File: src/power_mode_map.vh
// Purpose: shared constants of the power mode sequencer
// Assumes: core clock of 200 MHz
// Notes: times are kept in their own unit, cycle counts derived
`ifndef POWER_MODE_MAP_VH
`define POWER_MODE_MAP_VH

// ****************************************
// clock and times
// ****************************************
`define CLK_MHZ 200
`define TOPO_TIMEOUT_US 120
`define TOPO_TIMEOUT_CYC (`TOPO_TIMEOUT_US * `CLK_MHZ)
`define RST_SHORT_US 1000
`define RST_SHORT_CYC (`RST_SHORT_US * `CLK_MHZ)
`define RST_MID_US 10000
`define RST_MID_CYC (`RST_MID_US * `CLK_MHZ)
`define RST_LONG_US 20000
`define RST_LONG_CYC (`RST_LONG_US * `CLK_MHZ)
`define INIT_WIN_US 256000
`define INIT_WIN_CYC (`INIT_WIN_US * `CLK_MHZ)

// ****************************************
// wake edge modes
// ****************************************
`define WAKE_RISE 2'h0
`define WAKE_FALL 2'h1
`define WAKE_ANY 2'h2

// ****************************************
// analog monitor sources and reset values
// ****************************************
`define AMON_REF 1'h0
`define AMON_TEMP 1'h1
`define RST_DUR_SEL_RESET 1'h0

`endif

File: src/io_wake_detect.v
// Purpose: wake event detector for one multipurpose IO
// Assumes: pin level synchronous to the clock
// Notes: one-cycle pulse on the configured edge
`timescale 1ns/1ps
`include "power_mode_map.vh"

module io_wake_detect #(
  parameter RESET_LEVEL = 1'b0
) (
  // clock and reset
  input wire core_clk,
  input wire rst_b,
  // pin and config
  input wire pinIn,
  input wire wakeEn,
  input wire [1:0] wakeMode,
  // event
  output wire wakePulse
);

  reg prev_r;
  reg hit;

  // previous level, reference for edge and change modes
  always @(posedge core_clk or negedge rst_b) begin
    if (!rst_b) begin
      prev_r <= RESET_LEVEL;
    end else begin
      prev_r <= pinIn;
    end
  end

  always @* begin
    case (wakeMode)
      `WAKE_RISE: hit = pinIn & ~prev_r;
      `WAKE_FALL: hit = ~pinIn & prev_r;
      `WAKE_ANY: hit = pinIn ^ prev_r;
      default: hit = 1'b0;
    endcase
  end

  assign wakePulse = wakeEn & hit;

endmodule

File: src/power_mode_sequencer.v
// Purpose: main power mode and fail-safe output sequencer
// Assumes: comparator results arrive as synchronous digital levels
// Notes: regulator enables are levels to the analog blocks
`timescale 1ns/1ps
`include "power_mode_map.vh"

module power_mode_sequencer #(
  parameter NUM_IO = 6,
  parameter TOPO_CYC = `TOPO_TIMEOUT_CYC,
  parameter RST_SHORT_CYC = `RST_SHORT_CYC,
  parameter RST_MID_CYC = `RST_MID_CYC,
  parameter RST_LONG_CYC = `RST_LONG_CYC,
  parameter INIT_WIN_CYC = `INIT_WIN_CYC
) (
  // clock and reset
  input wire core_clk,
  input wire rst_b,
  // analog sense results
  input wire gateAbove120mV,
  input wire preSoftDone,
  input wire selectToPre,
  input wire regsRampDone,
  input wire debugInWindow,
  input wire fbDeltaOver150mV,
  // pins from the MCU side
  input wire [NUM_IO-1:0] ioIn,
  input wire canWake,
  // decoded SPI commands
  input wire ampSelWr,
  input wire ampSelData,
  input wire resetDurWr,
  input wire resetDurData,
  input wire initIntWr,
  input wire sleepCmdSecured,
  input wire fsReleaseWr,
  // watchdog results
  input wire wdGoodRefresh,
  input wire wdBadRefresh,
  // external fault requests
  input wire faultToFailsafe,
  input wire faultToReset,
  // IO configuration
  input wire [NUM_IO-1:0] ioWakeEn,
  input wire [2*NUM_IO-1:0] ioWakeMode,
  input wire canWakeEn,
  input wire safePair01En,
  input wire safePair45En,
  input wire safeFbEn,
  input wire safePair23En,
  // regulator and pin controls
  output reg gateTestEn,
  output reg preRegEn,
  output reg coreRegEn,
  output reg auxRegEn,
  output reg anaRegEn,
  output reg xcvrSupplyEn,
  output reg canForceNormal,
  output reg analogMonitorSel,
  output reg failsafe_output_n,
  output reg mcu_reset_n,
  // status
  output reg buckBoost,
  output reg debugMode,
  output reg initLocked,
  output reg resetDurSel,
  output reg [NUM_IO:0] wakeSource,
  output reg [3:0] mainState,
  output reg [1:0] fsState
);

  // ****************************************
  // state codes
  // ****************************************
  localparam M_TOPO = 4'h0;
  localparam M_PRE = 4'h1;
  localparam M_SELECT = 4'h2;
  localparam M_REGON = 4'h3;
  localparam M_RSTLOW = 4'h4;
  localparam M_INIT = 4'h5;
  localparam M_NORMAL = 4'h6;
  localparam M_SLEEP = 4'h7;
  localparam FS_INIT = 2'h0;
  localparam FS_NORMWD = 2'h1;
  localparam FS_RSTDLY = 2'h2;
  localparam FS_OFF = 2'h3;

  // ****************************************
  // declarations
  // ****************************************
  reg [3:0] main_r;
  reg [3:0] main_nxt;
  reg [1:0] fs_r;
  reg [31:0] cnt_r;
  reg [31:0] fsCnt_r;
  reg buckBoost_r;
  reg auxOff_r;
  reg debug_r;
  reg debugTaken_r;
  reg rstLong_r;
  reg fsLow_r;
  reg fsReleased_r;
  reg lock_r;
  reg durSel_r;
  reg ampSel_r;
  reg [NUM_IO:0] wakeSrc_r;
  wire [NUM_IO-1:0] ioWake;
  wire anyWake;
  wire safetyFault;
  wire pair01Err;
  wire pair45Err;
  wire pair23Err;
  wire wdFault;
  wire rstFault;
  wire fsFault;
  wire [31:0] rstLen;

  // ****************************************
  // wake detection
  // ****************************************
  genvar gi;
  generate
    for (gi = 0; gi < NUM_IO; gi = gi + 1) begin : g_wake
      io_wake_detect #(
        .RESET_LEVEL(1'b0)
      ) u_wake (
        .core_clk(core_clk),
        .rst_b(rst_b),
        .pinIn(ioIn[gi]),
        .wakeEn(ioWakeEn[gi]),
        .wakeMode(ioWakeMode[2*gi+1:2*gi]),
        .wakePulse(ioWake[gi])
      );
    end
  endgenerate

  assign anyWake = (canWake & canWakeEn) | (|ioWake);

  // ****************************************
  // safety inputs
  // ****************************************
  // pair must stay complementary
  assign pair01Err = safePair01En & ~(ioIn[0] ^ ioIn[1]);
  assign pair45Err = safePair45En & ~(ioIn[4] ^ ioIn[5]);
  // bi-stable: only io2 high, io3 low is the normal phase
  // judged only while the watchdog runs normally
  assign pair23Err = safePair23En & (fs_r == FS_NORMWD) &
                     ~(ioIn[2] & ~ioIn[3]);
  assign safetyFault = pair01Err | pair45Err | pair23Err |
                       (safeFbEn & fbDeltaOver150mV);

  assign wdFault = wdBadRefresh & ~debug_r;
  assign rstFault = (wdFault | faultToReset) & (fs_r == FS_NORMWD);
  assign fsFault = safetyFault | faultToFailsafe | rstFault;

  // otherwise the configured 1 ms or 10 ms
  assign rstLen = rstLong_r ? RST_LONG_CYC :
                  (durSel_r ? RST_MID_CYC : RST_SHORT_CYC);

  // ****************************************
  // main state machine, next state
  // ****************************************
  always @* begin
    main_nxt = main_r;
    case (main_r)
      M_TOPO: begin
        if (gateAbove120mV || cnt_r >= TOPO_CYC - 1) begin
          main_nxt = M_PRE;
        end
      end
      M_PRE: begin
        if (preSoftDone) begin
          main_nxt = M_SELECT;
        end
      end
      M_SELECT: main_nxt = M_REGON;
      M_REGON: begin
        if (regsRampDone) begin
          main_nxt = M_RSTLOW;
        end
      end
      M_RSTLOW: begin
        if (cnt_r >= rstLen - 1) begin
          main_nxt = M_INIT;
        end
      end
      M_INIT: begin
        if (initIntWr) begin
          main_nxt = M_NORMAL;
        end
      end
      M_NORMAL: begin
        if (sleepCmdSecured) begin
          main_nxt = M_SLEEP;
        end
      end
      M_SLEEP: begin
        if (anyWake) begin
          main_nxt = M_TOPO;
        end
      end
      default: main_nxt = M_TOPO;
    endcase
  end

  // ****************************************
  // main state and phase counter
  // ****************************************
  always @(posedge core_clk or negedge rst_b) begin
    if (!rst_b) begin
      main_r <= M_TOPO;
      cnt_r <= 32'h0;
    end else begin
      main_r <= main_nxt;
      if (main_nxt != main_r) begin
        cnt_r <= 32'h0;
      end else if (main_r == M_TOPO || main_r == M_RSTLOW) begin
        cnt_r <= cnt_r + 32'h1;
      end
    end
  end

  // ****************************************
  // start-up latches: topology, select, debug
  // ****************************************
  always @(posedge core_clk or negedge rst_b) begin
    if (!rst_b) begin
      buckBoost_r <= 1'b0;
      auxOff_r <= 1'b0;
      debug_r <= 1'b0;
      debugTaken_r <= 1'b0;
    end else begin
      // lock topology at end of detection
      if (main_r == M_TOPO && main_nxt == M_PRE) begin
        buckBoost_r <= gateAbove120mV;
      end
      if (main_r == M_SELECT) begin
        auxOff_r <= selectToPre;
      end
      // never cleared except by power-on reset
      if (main_r == M_PRE && !debugTaken_r) begin
        debug_r <= debugInWindow;
        debugTaken_r <= 1'b1;
      end
    end
  end

  // ****************************************
  // fail-safe state machine
  // ****************************************
  always @(posedge core_clk or negedge rst_b) begin
    if (!rst_b) begin
      fs_r <= FS_OFF;
      fsCnt_r <= 32'h0;
      rstLong_r <= 1'b1;
    end else begin
      fsCnt_r <= fsCnt_r + 32'h1;
      case (fs_r)
        // waits for the main sequence to release reset
        FS_OFF: begin
          fsCnt_r <= 32'h0;
          if (main_r == M_INIT) begin
            fs_r <= FS_INIT;
            rstLong_r <= 1'b0;
          end
        end
        // first good refresh inside 256 ms
        FS_INIT: begin
          if (wdGoodRefresh) begin
            fs_r <= FS_NORMWD;
          end else if (fsCnt_r >= INIT_WIN_CYC - 1 && !debug_r) begin
            fs_r <= FS_RSTDLY;
            fsCnt_r <= 32'h0;
          end
        end
        FS_NORMWD: begin
          fsCnt_r <= 32'h0;
          if (rstFault) begin
            fs_r <= FS_RSTDLY;
          end
        end
        // fault reset uses the configured length
        FS_RSTDLY: begin
          if (fsCnt_r >= rstLen - 1) begin
            fs_r <= FS_INIT;
            fsCnt_r <= 32'h0;
          end
        end
        default: fs_r <= FS_OFF;
      endcase
      // sleep and wake restart the fail-safe machine
      if (main_r == M_SLEEP) begin
        fs_r <= FS_OFF;
        rstLong_r <= 1'b1;
      end
    end
  end

  // ****************************************
  // init configuration and lock
  // ****************************************
  always @(posedge core_clk or negedge rst_b) begin
    if (!rst_b) begin
      lock_r <= 1'b0;
      durSel_r <= `RST_DUR_SEL_RESET;
      ampSel_r <= `AMON_REF;
    end else begin
      // init-only write during the init phase
      // after lock the write is dropped
      if (resetDurWr && fs_r == FS_INIT && !lock_r) begin
        durSel_r <= resetDurData;
      end
      if (initIntWr && main_r == M_INIT) begin
        lock_r <= 1'b1;
      end
      // lock is lost only with a fresh sequence after sleep, the config keeps its value
      if (main_r == M_SLEEP) begin
        lock_r <= 1'b0;
      end
      if (ampSelWr) begin
        ampSel_r <= ampSelData;
      end
    end
  end

  // ****************************************
  // fail-safe output control
  // ****************************************
  always @(posedge core_clk or negedge rst_b) begin
    if (!rst_b) begin
      fsLow_r <= 1'b1;
      fsReleased_r <= 1'b0;
    end else begin
      // release only after a good watchdog state
      if (fsReleaseWr && fs_r == FS_NORMWD) begin
        fsLow_r <= 1'b0;
        fsReleased_r <= 1'b1;
      end
      // fault asserts; set wins over release
      // in debug, no assert once released
      if (fsFault && !(debug_r && fsReleased_r)) begin
        fsLow_r <= 1'b1;
      end
      if (main_r == M_SLEEP) begin
        fsLow_r <= 1'b1;
        fsReleased_r <= 1'b0;
      end
    end
  end

  // ****************************************
  // wake source record
  // ****************************************
  always @(posedge core_clk or negedge rst_b) begin
    if (!rst_b) begin
      wakeSrc_r <= {(NUM_IO+1){1'b0}};
    end else if (main_r == M_SLEEP && anyWake) begin
      // bit 0 is CAN, upper bits the IOs
      wakeSrc_r <= {ioWake, canWake & canWakeEn};
    end
  end

  // ****************************************
  // registered outputs
  // ****************************************
  always @(posedge core_clk or negedge rst_b) begin
    if (!rst_b) begin
      gateTestEn <= 1'b0;
      preRegEn <= 1'b0;
      coreRegEn <= 1'b0;
      auxRegEn <= 1'b0;
      anaRegEn <= 1'b0;
      xcvrSupplyEn <= 1'b0;
      canForceNormal <= 1'b0;
      analogMonitorSel <= `AMON_REF;
      failsafe_output_n <= 1'b0;
      mcu_reset_n <= 1'b0;
      buckBoost <= 1'b0;
      debugMode <= 1'b0;
      initLocked <= 1'b0;
      resetDurSel <= `RST_DUR_SEL_RESET;
      wakeSource <= {(NUM_IO+1){1'b0}};
      mainState <= M_TOPO;
      fsState <= FS_OFF;
    end else begin
      gateTestEn <= (main_r == M_TOPO);
      preRegEn <= (main_r != M_TOPO) && (main_r != M_SLEEP);
      // the four supplies start in one step
      coreRegEn <= (main_r >= M_REGON) && (main_r != M_SLEEP);
      // aux held off by select strap
      auxRegEn <= (main_r >= M_REGON) && (main_r != M_SLEEP) &&
                  !auxOff_r;
      anaRegEn <= (main_r >= M_REGON) && (main_r != M_SLEEP);
      xcvrSupplyEn <= (main_r >= M_REGON) && (main_r != M_SLEEP);
      canForceNormal <= debug_r;
      analogMonitorSel <= ampSel_r;
      failsafe_output_n <= ~fsLow_r;
      // reset held through start-up and fault delay
      mcu_reset_n <= (main_r == M_INIT || main_r == M_NORMAL) &&
                     (fs_r != FS_RSTDLY);
      buckBoost <= buckBoost_r;
      debugMode <= debug_r;
      initLocked <= lock_r;
      resetDurSel <= durSel_r;
      wakeSource <= wakeSrc_r;
      mainState <= main_r;
      fsState <= fs_r;
    end
  end

endmodule

File: config.mk
export PLATFORM = sky130hd
export DESIGN_NAME = power_mode_sequencer
export DESIGN_NICKNAME = d
export VERILOG_FILES = /design/src/io_wake_detect.v /design/src/power_mode_sequencer.v
export VERILOG_INCLUDE_DIRS = /design/src
export SDC_FILE = /design/constraint.sdc
export NUM_CORES = 1
export LEC_CHECK = 0
export BUFFER_PORTS_ARGS = -buffer_cell sky130_fd_sc_hd__buf_2
export CAP_MARGIN = 20
export CELL_PAD_IN_SITES_DETAIL_PLACEMENT = 1
export CELL_PAD_IN_SITES_GLOBAL_PLACEMENT = 2
export CORE_ASPECT_RATIO = 0.7
export CORE_UTILIZATION = 34
export DETAILED_ROUTE_END_ITERATION = 12
export HOLD_SLACK_MARGIN = 0.05
export PLACE_DENSITY_LB_ADDON = 0.1
export SLEW_MARGIN = 20
export SYNTH_ARGS = -nofsm -noshare
export SYNTH_HDL_FRONTEND = slang
export SYNTH_HIERARCHICAL = 1
export SYNTH_SLANG_ARGS = --single-unit
File: constraint.sdc
create_clock -name core_clk -period 2.4 [get_ports core_clk]
set_input_delay 0.48 -clock core_clk [delete_from_list [all_inputs] [get_ports core_clk]]
set_output_delay 0.48 -clock core_clk [all_outputs]
set_load 0.005 [all_outputs]
# Word-level counts from Yosys, hierarchy flattened
# Cells that the tools add are included.
# totals
ff_bits,117
input_bits,49
output_inout_bits,27
elab_cells,212
# op_classes
add_sub_neg,3
order_cmp,5
n_eq_ne,30
n_mux,39
bitwise,59
reduce_logical,41
# ops
cell,count
32-bit 2-to-1 mux,5
32-bit one-hot mux with 3 select lines,1
"32-bit by 1-bit adder with 32-bit output, second input constant",2
32-bit >= comparator,2
"32-bit by 15-bit >= comparator with 1-bit output, second input constant",1
"32-bit by 26-bit >= comparator with 1-bit output, second input constant",1
4-bit one-hot mux with 8 select lines,1
4-bit 2-to-1 mux,7
1-bit bitwise AND,27
"22-bit by 1-bit subtractor with 23-bit output, second input constant",1
22-bit 2-to-1 mux,1
21-bit 2-to-1 mux,1
1-bit one-hot mux with 3 select lines,6
1-bit inverter,17
"2-bit equality test, second input constant",8
"4-bit by 3-bit equality test with 1-bit output, second input constant",4
"2-bit by 1-bit equality test with 1-bit output, second input constant",7
1-bit logical AND,14
2-bit logical NOT,7
2-bit 2-to-1 mux,6
1-bit 2-to-1 mux,10
2-bit nonzero test,5
"3-bit inequality test, second input constant",3
"4-bit by 1-bit equality test with 1-bit output, second input constant",2
other kinds (17),38

# Logic depth before layout (Yosys ltp)
# Gate-level depths: netlist of run 1.
# logic_depth
word_depth,11
ltp_mapped,10
ltp_nobuf,9

# Cells and area by module
# The synthesis of run 1 kept the hierarchy.
# modules_own_cells
mod,instances,cells_each,area_per_inst_um2,seq_area_each_um2
power_mode_sequencer,1,606,6029.5,2785.2
io_wake_detect,6,9,90.1,25.0

# Worst setup path before layout of run 1
# OpenSTA, ideal clock, no wires.
# synth_path
path_type,input -> register
from,input port ioIn[0]
to,register cnt_r[2]
setup_time_ns,0.141
arrival_time_ns,2.368
required_time_ns,2.259
slack_ns,-0.109
path_stages,10
n_path_buf,1
cell_sequence,inv_1 -> ha_1 -> nand4bb_1 -> o21ai_1 -> nor4_1 -> nand2_1 -> o311a_1 -> a21oi_1 -> clkbuf_1 -> nor4_1
# synth_via
elab_chain_cells,10
elab_cells_between_ends,13
classes_between,1 x eq/ne; 4 x mux; 6 x bitwise; 2 x reduce/logical
# synth_lines
element,line,rtl
start: declaration,power_mode_sequencer.v:26,"input wire [NUM_IO-1:0] ioIn,"
1-bit inverter,io_wake_detect.v:36,`WAKE_FALL: hit = ~pinIn & prev_r;
1-bit bitwise AND,io_wake_detect.v:36,
1-bit one-hot mux with 3 select lines (*),io_wake_detect.v:34,case (wakeMode)
1-bit bitwise AND (*),io_wake_detect.v:42,assign wakePulse = wakeEn & hit;
net ioWake[0],power_mode_sequencer.v:106,wire [NUM_IO-1:0] ioWake;
6-bit OR reduction (*),power_mode_sequencer.v:136,assign anyWake = (canWake & canWakeEn) | (|ioWake);
1-bit OR (*),power_mode_sequencer.v:136,
4-bit 2-to-1 mux (*),power_mode_sequencer.v:197,if (anyWake) begin
4-bit one-hot mux with 8 select lines (*),power_mode_sequencer.v:164,case (main_r)
4-bit inequality test (*),power_mode_sequencer.v:214,if (main_nxt != main_r) begin
32-bit 2-to-1 mux or 2-bit nonzero test (tied branches),n/a,
end signal: assignment,power_mode_sequencer.v:217,cnt_r <= cnt_r + 32'h1;
end: declaration,power_mode_sequencer.v:93,reg [31:0] cnt_r;
# The timed path passes the listed nets; every way through them passes the cells marked *.
# A chain may end at the register's enable or synchronous reset.

# Worst setup path after layout of run 1
# layout_path
from,register rstLong_r
to,register cnt_r[6]
# layout_via
elab_chain_cells,7
elab_cells_between_ends,8
classes_between,1 x add/sub; 1 x order compare; 1 x eq/ne; 4 x mux; 1 x reduce/logical
# layout_lines
element,line,rtl
start: declaration,power_mode_sequencer.v:99,reg rstLong_r;
start signal: assignment,power_mode_sequencer.v:254,rstLong_r <= 1'b1;
start signal: assignment,power_mode_sequencer.v:263,rstLong_r <= 1'b0;
start signal: assignment,power_mode_sequencer.v:293,rstLong_r <= 1'b1;
22-bit 2-to-1 mux (*),power_mode_sequencer.v:156,assign rstLen = rstLong_r ? RST_LONG_CYC :
22-bit by 1-bit subtractor with 23-bit output (*),power_mode_sequencer.v:182,if (cnt_r >= rstLen - 1) begin
32-bit >= comparator (*),power_mode_sequencer.v:182,
4-bit 2-to-1 mux (*),power_mode_sequencer.v:182,
4-bit one-hot mux with 8 select lines (*),power_mode_sequencer.v:164,
4-bit inequality test (*),power_mode_sequencer.v:214,
32-bit 2-to-1 mux or 2-bit nonzero test (tied branches),n/a,
# Mark *: on every way between the ends. The rest lies on a longest branch, timed or not.

==> results.sh, run 1 <==
export IMPL_die_x_um=168.2
export IMPL_outcome="finished, violations left"
export IMPL_start_kind="register"
export IMPL_synth_fa_ha_area_frac=0.07998
export IMPL_ios=76
export IMPL_cp_data_arrival_time_ns=2.88
export IMPL_dpl_cell_count=1015
export IMPL_max_stage_delay_ns=0.59
export IMPL_synth_seq_cells=117
export IMPL_postLayoutCellArea_um2=9045
export IMPL_synthSimpleGateAreaFrac=0.2287
export IMPL_endpoint="cnt_r[6]$_DFFE_PN0P_"
export IMPL_die_area_um2=19890
export IMPL_core_um2=18920
export IMPL_clk_path_buf_depth=2
export IMPL_finalMaxSlewViolations=0
export IMPL_clk_pin_slew_worst_paths_ns=0.05
export IMPL_seq_area_frac_synth=0.4468
export IMPL_netlist_instances=660
export IMPL_port_buffer_count=75
export IMPL_clock_latency_ns=0.41
export IMPL_violations="negative setup slack"
export IMPL_cts_tree="done"
export IMPL_worst_path_max_fanout=5
export IMPL_h_tree_depth=4
export IMPL_cts_buffers=17
export IMPL_grt_pass1_vias=6084
export IMPL_fin_crit_sh=1.074
export IMPL_synth_main_ff_cell="dfrtp_1"
export IMPL_path_class="reg -> reg"
export IMPL_die_height_um=118.3
export IMPL_drt_first_pass_iters=4
export IMPL_ys_types=62
export IMPL_rsz0062_at_grt="true"
export IMPL_place_congestion=0.8120
export IMPL_grt_pass1_wl_mm=33.52
export IMPL_r2r_slack_ns=-0.18
export IMPL_synth_top_family_by_area="simple AND/OR/NAND/NOR gates"
export IMPL_synth_xor_xnor_area_share=0.08398
export IMPL_hold_viol_final=0
export IMPL_timing_critical_path_mode_cell="buf_6"
export IMPL_grt_usage=0.2178
export IMPL_dp_final_hpwl_mm=15.12
export IMPL_slew_headroom=0.5074
export IMPL_ant_nets=0
export IMPL_cp_cell_sequence="buf_6, nor2_4, buf_4, ha_4, and3_4, buf_6, nand2_2, or3_4, a31oi_4, clkbuf_16, nor4_2"
export IMPL_layout_min_cycle_time_ns=2.577
export IMPL_grt_antenna_before_repair=1
export IMPL_fin_cells=1063
export IMPL_num_vias=5790
export IMPL_hold_class="in -> async"
export IMPL_utilization=0.4781
export IMPL_routed_top_layer="met4"
export IMPL_maxCapViolCount=0
export IMPL_hold_buffers=0
export IMPL_area_growth_syn_to_layout_pct=37.67
export IMPL_finClkSkew_ns=0.01066
export IMPL_r2r_cells=11
export IMPL_clock_sinks=117
export IMPL_p_leak_nw=3.948
export IMPL_cp_required_ns=2.70
export IMPL_nNetsFinal=899
export IMPL_setup_violations_final=65
export IMPL_cts_root_buf="clkbuf_16"
export IMPL_cp_startpoint="rstLong_r$_DFFE_PN1P_"
export IMPL_synth_compound_area_share=0.09236
export IMPL_overflow=0
export IMPL_dpl_worst_slack_ns=-0.4853
export IMPL_viasPerCell=5.447
export IMPL_remaining_drc_errors=0
export IMPL_wl_met2_mm=9.695
export IMPL_powerDensity_nw_per_um2=754.1
export IMPL_setup_ws_ns=-0.1770
export IMPL_rows=42
export IMPL_worst_setup_path_end_kind="register"
export IMPL_met3_length_mm=1.103
export IMPL_initialDrtViolationCount=208
export IMPL_synthArstFlopShare=1.000
export IMPL_layout_drive_gt1_share=0.3524
export IMPL_syn_cell_area_um2=6570
export IMPL_syn_area_per_cell_um2=9.955
export IMPL_placedInstanceArea_um2=7719
export IMPL_crit_path_top_delay_cell="dfstp_2"
export IMPL_grt_max_degree=38
export IMPL_rr_endpoint="cnt_r[6]$_DFFE_PN0P_"
export IMPL_initial_core_util=0.3473
export IMPL_r2r_start="rstLong_r$_DFFE_PN1P_"
export IMPL_synth_mux_area_fraction=0.02933
export IMPL_ir_drop_mv=0.4425
export IMPL_wl_met1_mm=10.77
export IMPL_wirelength_mm=21.76
export IMPL_fmax_mhz=388.1
export IMPL_synth_edff_count=0
export IMPL_wl_per_cell_um=20.47
export IMPL_ys_warn_count=6
export IMPL_worstMarginPinSlew_ns=0.7287
## area by class of cell
type,instances,area [um2]
fillers,2081,9873
multi-input cells,485,3877
flip-flops and latches,117,2937
repair buffers,158,1216
clock buffers,22,474.2
well taps,242,302.8
clock inverters,9,126.4
inverters,29,108.9
diodes,1,2.502
## power by group
group	switching, W	internal, W	leakage [nW]
logic	0.00106	0.000812	2.12
registers	0.000173	0.00217	1.54
clock network	0.000910	0.00170	0.296
total	0.00214	0.00468	3.95
## stage by stage
stage | setup TNS (ns) | hold WS [ns] | total power (W)
final | -6.865 | 0.05517 | 0.006820
after global routing | -13.87 | 0.07256 | 0.007165
after CTS | -4.361 | 0.05574 | 0.006482
after detailed placement | -19.45 | 0.3600 | 0.003819
after global placement | -12.95 | 0.3572 | 0.003744
after floorplan | 0 | 0.1844 | 0.003068
## worst max-delay path, delay by kind of cell (launching register included)
family / cells / cell delay (ns)
AO/OA/AOI/OAI: 1 / 0.36
flip-flops: 1 / 0.59
adder cells (fa/ha/maj): 1 / 0.26
AND/OR/NAND/NOR: 5 / 0.68
buffers and inverters: 4 / 0.59
## cells in the mapped netlist, drive strengths merged (3+ instances only)
library cell	n	area [um2]
nor4	45	281.5
a311oi	3	26.28
nand4	22	137.6
a211oi	3	22.52
nor3	22	115.1
dfrtp	111	2778
mux2i	8	80.08
or3	5	32.53
nor4b	3	26.28
nand2	43	161.4
clkbuf	27	101.4
a21oi	43	215.2
and3	13	83.83
a21boi	3	22.52
nand3b	3	22.52
nor2	27	101.4
o211ai	5	37.54
xnor2	38	332.8
inv	29	108.9
or4	4	37.53
o21ai	15	75.07
buf	5	37.53
dfstp	6	157.7
a31oi	3	18.77
nand3	28	150.1
nand4bb	6	67.56
ha	42	525.5
a221oi	5	43.79
nor2b	6	37.54
xor2	25	219.0
nor3b	4	35.03
and2	5	31.28
and4	6	52.55
mux2	10	112.6
nand2b	12	75.07
## what timing repair did
item,in CTS,in global routing
buffers inserted,0,9
cloned,0,7
setup endpoints to repair,65,71
pin swaps,0,10
gates resized for setup,17,84
## cells by family after synthesis
kind of cell | count (synthesis)
buffers and inverters | 61
other | 2
AOI/OAI and AO/OA | 97
DFF | 117
adders and majority gates | 42
xor gates and xnor gates | 63
and+or+nand+nor | 260
muxes | 18
## per-layer routing
| metal | vias to the layer above | track usage |
|---|---|---|
| met5 | - | 0 |
| met2 | 105 | 0.3232 |
| met3 | 21 | 0.05124 |
| met1 | 2955 | 0.3184 |
| met4 | 0 | 0.05170 |
| li1 | 2709 | - |
## worst min path at each step
| stage | startpoint | to | slack [ns] | cells past startpoint |
|---|---|---|---|---|
| detailed placement | wakeSrc_r[6]$_DFFE_PN0P_ | wakeSource[6]$_DFF_PN0_ | 0.36 | 0 |
| global route | rst_b | g_wake[3].u_wake/prev_r$_DFF_PN0_ | 0.07 | 1 |
| CTS | rst_b | g_wake[2].u_wake/prev_r$_DFF_PN0_ | 0.06 | 1 |
| finish | rst_b | g_wake[2].u_wake/prev_r$_DFF_PN0_ | 0.06 | 1 |
| global placement | buckBoost_r$_DFFE_PN0P_ | buckBoost$_DFF_PN0_ | 0.36 | 0 |
| floorplan | rst_b | ampSel_r$_DFFE_PN0P_ | 0.18 | 0 |
## sequential cells by signal (all words and copies together), names as in the netlist, 2 cells and up
signal and count:
cnt_r 32, fsState 2, wakeSrc_r 7, g_wake.u_wake/prev_r 6, wakeSource 7, mainState 4, fs_r 2, fsCnt_r 32
main_r 4
## cells in the final DEF, fill, tap and decap left out, drive strengths merged, types with 3 or more instances in the layout
| cell type | count |
|---|---|
| a211oi | 3 |
| a21boi | 3 |
| a21oi | 43 |
| a221oi | 5 |
| a311oi | 3 |
| a31oi | 3 |
| and2 | 5 |
| and3 | 13 |
| and4 | 6 |
| buf | 153 |
| bufinv | 3 |
| clkbuf | 27 |
| clkinv | 5 |
| conb | 5 |
| dfrtp | 111 |
| dfstp | 6 |
| ha | 42 |
| inv | 29 |
| mux2 | 10 |
| mux2i | 8 |
| nand2 | 43 |
| nand2b | 12 |
| nand3 | 28 |
| nand3b | 3 |
| nand4 | 22 |
| nand4bb | 6 |
| nor2 | 27 |
| nor2b | 6 |
| nor3 | 22 |
| nor3b | 4 |
| nor4 | 45 |
| nor4b | 3 |
| o211ai | 5 |
| o21ai | 15 |
| or3 | 5 |
| or4 | 4 |
| xnor2 | 38 |
| xor2 | 25 |
(Power assumes the default switching activity.)
==> inputs of run 2 (changes only) <==
--- a/config.mk
+++ b/config.mk
@@ -11,7 +11,7 @@
 export CELL_PAD_IN_SITES_DETAIL_PLACEMENT = 1
 export CELL_PAD_IN_SITES_GLOBAL_PLACEMENT = 2
 export CORE_ASPECT_RATIO = 0.7
-export CORE_UTILIZATION = 34
+export CORE_UTILIZATION = 38
 export DETAILED_ROUTE_END_ITERATION = 12
 export HOLD_SLACK_MARGIN = 0.05
 export PLACE_DENSITY_LB_ADDON = 0.1
==> constraint.sdc (replaced) <==
create_clock -name core_clk -period 2.85 [get_ports core_clk]
set_input_delay 0.57 -clock core_clk [delete_from_list [all_inputs] [get_ports core_clk]]
set_output_delay 0.57 -clock core_clk [all_outputs]
set_load 0.005 [all_outputs]
==> results.sh, run 2 (synthesis gave the netlist of run 1 again) <==
export IMPL_powerDensity_nw_per_um2=662.2
export IMPL_ant_nets=0
export IMPL_crit_path_top_delay_cell="dfstp_2"
export IMPL_clock_latency_ns=0.42
export IMPL_setup_violations_final=0
export IMPL_nNetsFinal=841
export IMPL_cts_tree="done"
export IMPL_hold_buffers=0
export IMPL_cp_cell_sequence="inv_1, ha_1, and3_2, a221oi_1, o221a_2, o211ai_1, buf_12, a22oi_1"
export IMPL_dpl_cell_count=956
export IMPL_slew_headroom=0.5937
export IMPL_finalMaxSlewViolations=0
export IMPL_path_class="reg -> reg"
export IMPL_fin_cells=988
export IMPL_grt_pass1_vias=5805
export IMPL_max_stage_delay_ns=0.65
export IMPL_place_congestion=0.8550
export IMPL_viasPerCell=5.521
export IMPL_clk_pin_slew_worst_paths_ns=0.06
export IMPL_wl_per_cell_um=18.91
export IMPL_utilization=0.4814
export IMPL_wirelength_mm=18.68
export IMPL_fmax_mhz=379.6
export IMPL_port_buffer_count=75
export IMPL_nFillCells=1898
export IMPL_clk_path_buf_depth=2
export IMPL_fin_crit_sh=0.9244
export IMPL_hold_viol_final=0
export IMPL_antenna_cells=0
export IMPL_layout_drive_gt1_share=0.2163
export IMPL_r2r_slack_ns=0.22
export IMPL_grt_antenna_before_repair=1
export IMPL_largestRegisters="cnt_r: 32 flops, fsCnt_r: 32 flops"
export IMPL_worstMarginPinSlew_ns=0.5940
export IMPL_hold_class="in -> async"
export IMPL_start_kind="register"
export IMPL_die_area_um2=17830
export IMPL_r2r_cells=8
export IMPL_finClkSkew_ns=0.006772
export IMPL_maxCapViolCount=0
export IMPL_core_um2=16590
export IMPL_layout_commonest_cell="dfrtp_1"
export IMPL_p_leak_nw=3.559
export IMPL_worst_path_max_fanout=32
export IMPL_rsz0062_at_grt="false"
export IMPL_rows=39
export IMPL_h_tree_depth=4
export IMPL_grt_usage=0.2265
export IMPL_drt_first_pass_iters=4
export IMPL_outcome="finished, final reports clean"
export IMPL_area_growth_syn_to_layout_pct=21.56
export IMPL_die_x_um=159.2
export IMPL_cts_root_buf="clkbuf_16"
export IMPL_worst_setup_path_end_kind="register"
export IMPL_clock_sinks=117
export IMPL_layout_min_cycle_time_ns=2.635
export IMPL_ios=76
export IMPL_cp_data_arrival_time_ns=2.97
export IMPL_rr_endpoint="fsCnt_r[31]$_DFF_PN0_"
export IMPL_r2r_start="rstLong_r$_DFFE_PN1P_"
export IMPL_num_vias=5455
export IMPL_remaining_drc_errors=0
export IMPL_overflow=0
export IMPL_cts_buffers=17
export IMPL_die_height_um=112.0
export IMPL_ir_drop_mv=0.2882
export IMPL_grt_max_degree=57
export IMPL_layout_common_cells="dfrtp_1 (111), buf_2 (74), nor4_1 (45), nand2_1 (43)"
export IMPL_cp_required_ns=3.18
export IMPL_dp_final_hpwl_mm=13.48
export IMPL_initialDrtViolationCount=361
export IMPL_grt_pass1_wl_mm=31.58
export IMPL_initial_core_util=0.3960
## run 2: power breakdown
part	leakage, nW	switching [W]	internal [W]
clock	0.297	0.000901	0.00133
combinational	1.72	0.000661	0.000430
sequential	1.54	0.000150	0.00182
total	3.56	0.00171	0.00358
## run 2: layout make-up
class	count	area (um2)	share of cell area
multi-input cells	485	3412	0.4272
flip-flops and latches	117	2935	0.3675
repair buffers	100	640.6	0.08021
clock buffers	17	425.4	0.05327
well taps	225	281.5	0.03525
clock inverters	15	182.7	0.02287
inverters	29	108.9	0.01363
## run 2: how the worst max path moves through the flow
stage,startpoint,endpoint,slack [ns],depth (start not counted)
floorplan,ioIn[0],cnt_r[2]$_DFFE_PN0P_,0.25,10
global route,durSel_r$_DFFE_PN0P_,fsCnt_r[14]$_DFF_PN0_,0.04,9
finish,rstLong_r$_DFFE_PN1P_,fsCnt_r[31]$_DFF_PN0_,0.22,8
CTS,durSel_r$_DFFE_PN0P_,fsCnt_r[31]$_DFF_PN0_,0.15,9
detailed placement,ioIn[0],cnt_r[22]$_DFFE_PN0P_,-0.02,12
global placement,ioIn[0],cnt_r[10]$_DFFE_PN0P_,0.12,12
## run 2: metrics by stage
step | total power [W] | setup slack [ns] | TNS (ns) | hold slack [ns] | cell area, um2
floorplan | 0.002582 | 0.2512 | 0 | 0.2744 | 6581
CTS | 0.005350 | 0.1513 | 0 | 0.1472 | 7984
detailed placement | 0.003102 | -0.01782 | -0.02928 | 0.3619 | 7376
finish | 0.005289 | 0.2154 | 0 | 0.1350 | 7986
global route | 0.005546 | 0.03587 | 0 | 0.1692 | 7986
global placement | 0.003059 | 0.1179 | 0 | 0.3580 | 7376
## run 2: layer usage
layer / part of all wire / vias up / global-route usage
li1: - / 2596 / -
met1: 0.49 / 2745 / 0.3289
met4: 0.0065 / 0 / 0.04808
met2: 0.45 / 105 / 0.3404
met5: 0 / - / 0
met3: 0.060 / 9 / 0.05728
## run 2: worst max-delay path, delay by kind of cell, from the launching register on
| family | cells | cell delay [ns] |
|---|---|---|
| AOI/OAI and AO/OA | 4 | 0.94 |
| DFF | 1 | 0.65 |
| buffers and inverters | 2 | 0.39 |
| adders and majority gates | 1 | 0.34 |
| and+or+nand+nor | 1 | 0.21 |
## run 2: repair_timing
item | in CTS | in global routing
endpoints found under the setup margin | 0 | 13
buffers inserted | 0 | 0
resized for setup | 0 | 1
==> inputs of run 3 (changes only) <==
--- a/config.mk
+++ b/config.mk
@@ -14,6 +14,7 @@
 export CORE_UTILIZATION = 38
 export DETAILED_ROUTE_END_ITERATION = 12
 export HOLD_SLACK_MARGIN = 0.05
+export MAX_ROUTING_LAYER = met4
 export PLACE_DENSITY_LB_ADDON = 0.1
 export SLEW_MARGIN = 20
 export SYNTH_ARGS = -nofsm -noshare
==> constraint.sdc (replaced) <==
create_clock -name core_clk -period 2.85 [get_ports core_clk]
set_input_delay 0.57 -clock core_clk [delete_from_list [all_inputs] [get_ports core_clk]]
set_output_delay 0.57 -clock core_clk [all_outputs]
set_load 0.1 [all_outputs]
==> results.sh, run 3 (synthesis gave the netlist of run 1 again) <==
export IMPL_cts_root_buf="clkbuf_16"
export IMPL_viasPerCell=5.509
export IMPL_worst_path_max_fanout=32
export IMPL_clockPowerShare=0.387
export IMPL_start_kind="register"
export IMPL_worst_setup_path_end_kind="register"
export IMPL_cp_top_family="compound AO/OA/AOI/OAI gates"
export IMPL_fin_crit_sh=0.9232
export IMPL_grt_usage=0.2341
export IMPL_drt_first_pass_iters=4
export IMPL_dp_final_hpwl_mm=13.48
export IMPL_h_tree_depth=4
export IMPL_ant_nets=0
export IMPL_switchingPower_w=0.002162
export IMPL_hold_class="in -> async"
export IMPL_dpl_cell_count=956
export IMPL_clock_latency_ns=0.42
export IMPL_initialDrtViolationCount=328
export IMPL_cp_required_ns=3.18
export IMPL_max_stage_delay_ns=0.65
export IMPL_critPathBufInv=2
export IMPL_hold_viol_final=0
export IMPL_die_height_um=112.0
export IMPL_wirelength_mm=18.68
export IMPL_cp_data_arrival_time_ns=2.96
export IMPL_wl_per_cell_um=18.88
export IMPL_core_um2=16590
export IMPL_setup_tns_ns=0
export IMPL_worstMarginPinSlew_ns=0.6042
export IMPL_hold_buffers=0
export IMPL_pwr_share_comb=0.270
export IMPL_internal_power_w=0.003578
export IMPL_overflow=0
export IMPL_port_buffer_count=75
export IMPL_cts_tree="done"
export IMPL_whs_ns=0.1341
export IMPL_ir_drop_mv=0.4783
export IMPL_maxCapViolCount=0
export IMPL_clk_pin_slew_worst_paths_ns=0.06
export IMPL_ios=76
export IMPL_num_vias=5448
export IMPL_remaining_drc_errors=0
export IMPL_die_area_um2=17830
export IMPL_grt_pass1_wl_mm=31.58
export IMPL_cts_resized_gates=0
export IMPL_grt_antenna_before_repair=1
export IMPL_finClkSkew_ns=0.008994
export IMPL_grt_max_degree=57
export IMPL_powerDensity_nw_per_um2=718.5
export IMPL_post_cts_buffers=0
export IMPL_outcome="finished, final reports clean"
export IMPL_power_total_w=0.005740
export IMPL_switching_share=0.3766
export IMPL_slew_headroom=0.5915
export IMPL_utilization=0.4815
export IMPL_clock_sinks=117
export IMPL_layout_commonest_cell="dfrtp_1"
export IMPL_setup_violations_final=0
export IMPL_seqPwrFrac=0.343
export IMPL_cp_cell_sequence="inv_1, ha_1, and3_2, a221oi_1, o221a_2, o211ai_1, buf_12, a22oi_1"
export IMPL_layout_common_cells="dfrtp_1 (111), buf_2 (74), nor4_1 (45), nand2_1 (43)"
export IMPL_finalMaxSlewViolations=0
export IMPL_layout_min_cycle_time_ns=2.631
export IMPL_fmax_mhz=380.1
export IMPL_p_leak_nw=3.559
export IMPL_place_congestion=0.8686
export IMPL_layout_drive_gt1_share=0.2163
export IMPL_rows=39
export IMPL_area_growth_syn_to_layout_pct=21.60
export IMPL_clk_path_buf_depth=2
export IMPL_grt_pass1_vias=5799
export IMPL_die_x_um=159.2
export IMPL_nNetsFinal=841
export IMPL_path_class="reg -> reg"
export IMPL_fin_cells=989
export IMPL_initial_core_util=0.3960
export IMPL_largestRegisters="cnt_r: 32 flops, fsCnt_r: 32 flops"
export IMPL_crit_path_top_delay_cell="dfstp_2"
export IMPL_cts_buffers=17
export IMPL_rsz0062_at_grt="false"
[run 3: cell types whose count changed in the layout (fill, tap and decap cells not counted)]
cell / delta
diode_2: +1
[run 3: final timing paths]
kind	start	to	cells after the start	slack, ns
worst max register to register	rstLong_r$_DFFE_PN1P_	fsCnt_r[31]$_DFF_PN0_	8	0.22
min in group core_clk	ioIn[3]	g_wake[3].u_wake/prev_r$_DFF_PN0_	1	0.30
worst min-delay path	rst_b	fsCnt_r[4]$_DFF_PN0_	1	0.13
max in group asynchronous	rst_b	wakeSource[3]$_DFF_PN0_	3	1.82
worst min register to register	wakeSrc_r[0]$_DFFE_PN0P_	wakeSource[0]$_DFF_PN0_	0	0.37
worst max-delay path	rstLong_r$_DFFE_PN1P_	fsCnt_r[31]$_DFF_PN0_	8	0.22
[run 3: cell type report]
type                       instances  area, um2
antenna                            1      2.502
clock buffer                      17      425.4
clock inverter                    15      182.7
fill                            1900       8602
inverter                          29      108.9
multi-input combinational        485       3412
sequential                       117       2935
tap                              225      281.5
timing repair buffer             100      640.6
[run 3: power groups by stage]
stage               clock network [W]  logic [W]  registers (W)
floorplan                           0   0.000720        0.00232
global placement                    0    0.00152        0.00200
detailed placement                  0    0.00156        0.00200
CTS                           0.00227    0.00157        0.00197
global route                  0.00232    0.00168        0.00200
finish                        0.00222    0.00155        0.00197
[run 3: stage by stage]
stage | area [um2] | worst slack, ns
6_report | 7989 | 0.2189
3_3_place_gp | 7376 | 0.1179
3_5_place_dp | 7376 | -0.01782
4_1_cts | 7984 | 0.1513
5_1_grt | 7989 | 0.03564
2_1_floorplan | 6581 | 0.2512
[run 3: per-layer routing]
layer,part of all wire,vias up,global-route usage
li1,-,2594,-
met2,0.44,105,0.3395
met4,0.0045,0,0.04808
met1,0.50,2743,0.3329
met3,0.051,6,0.05395
met5,0,-,-
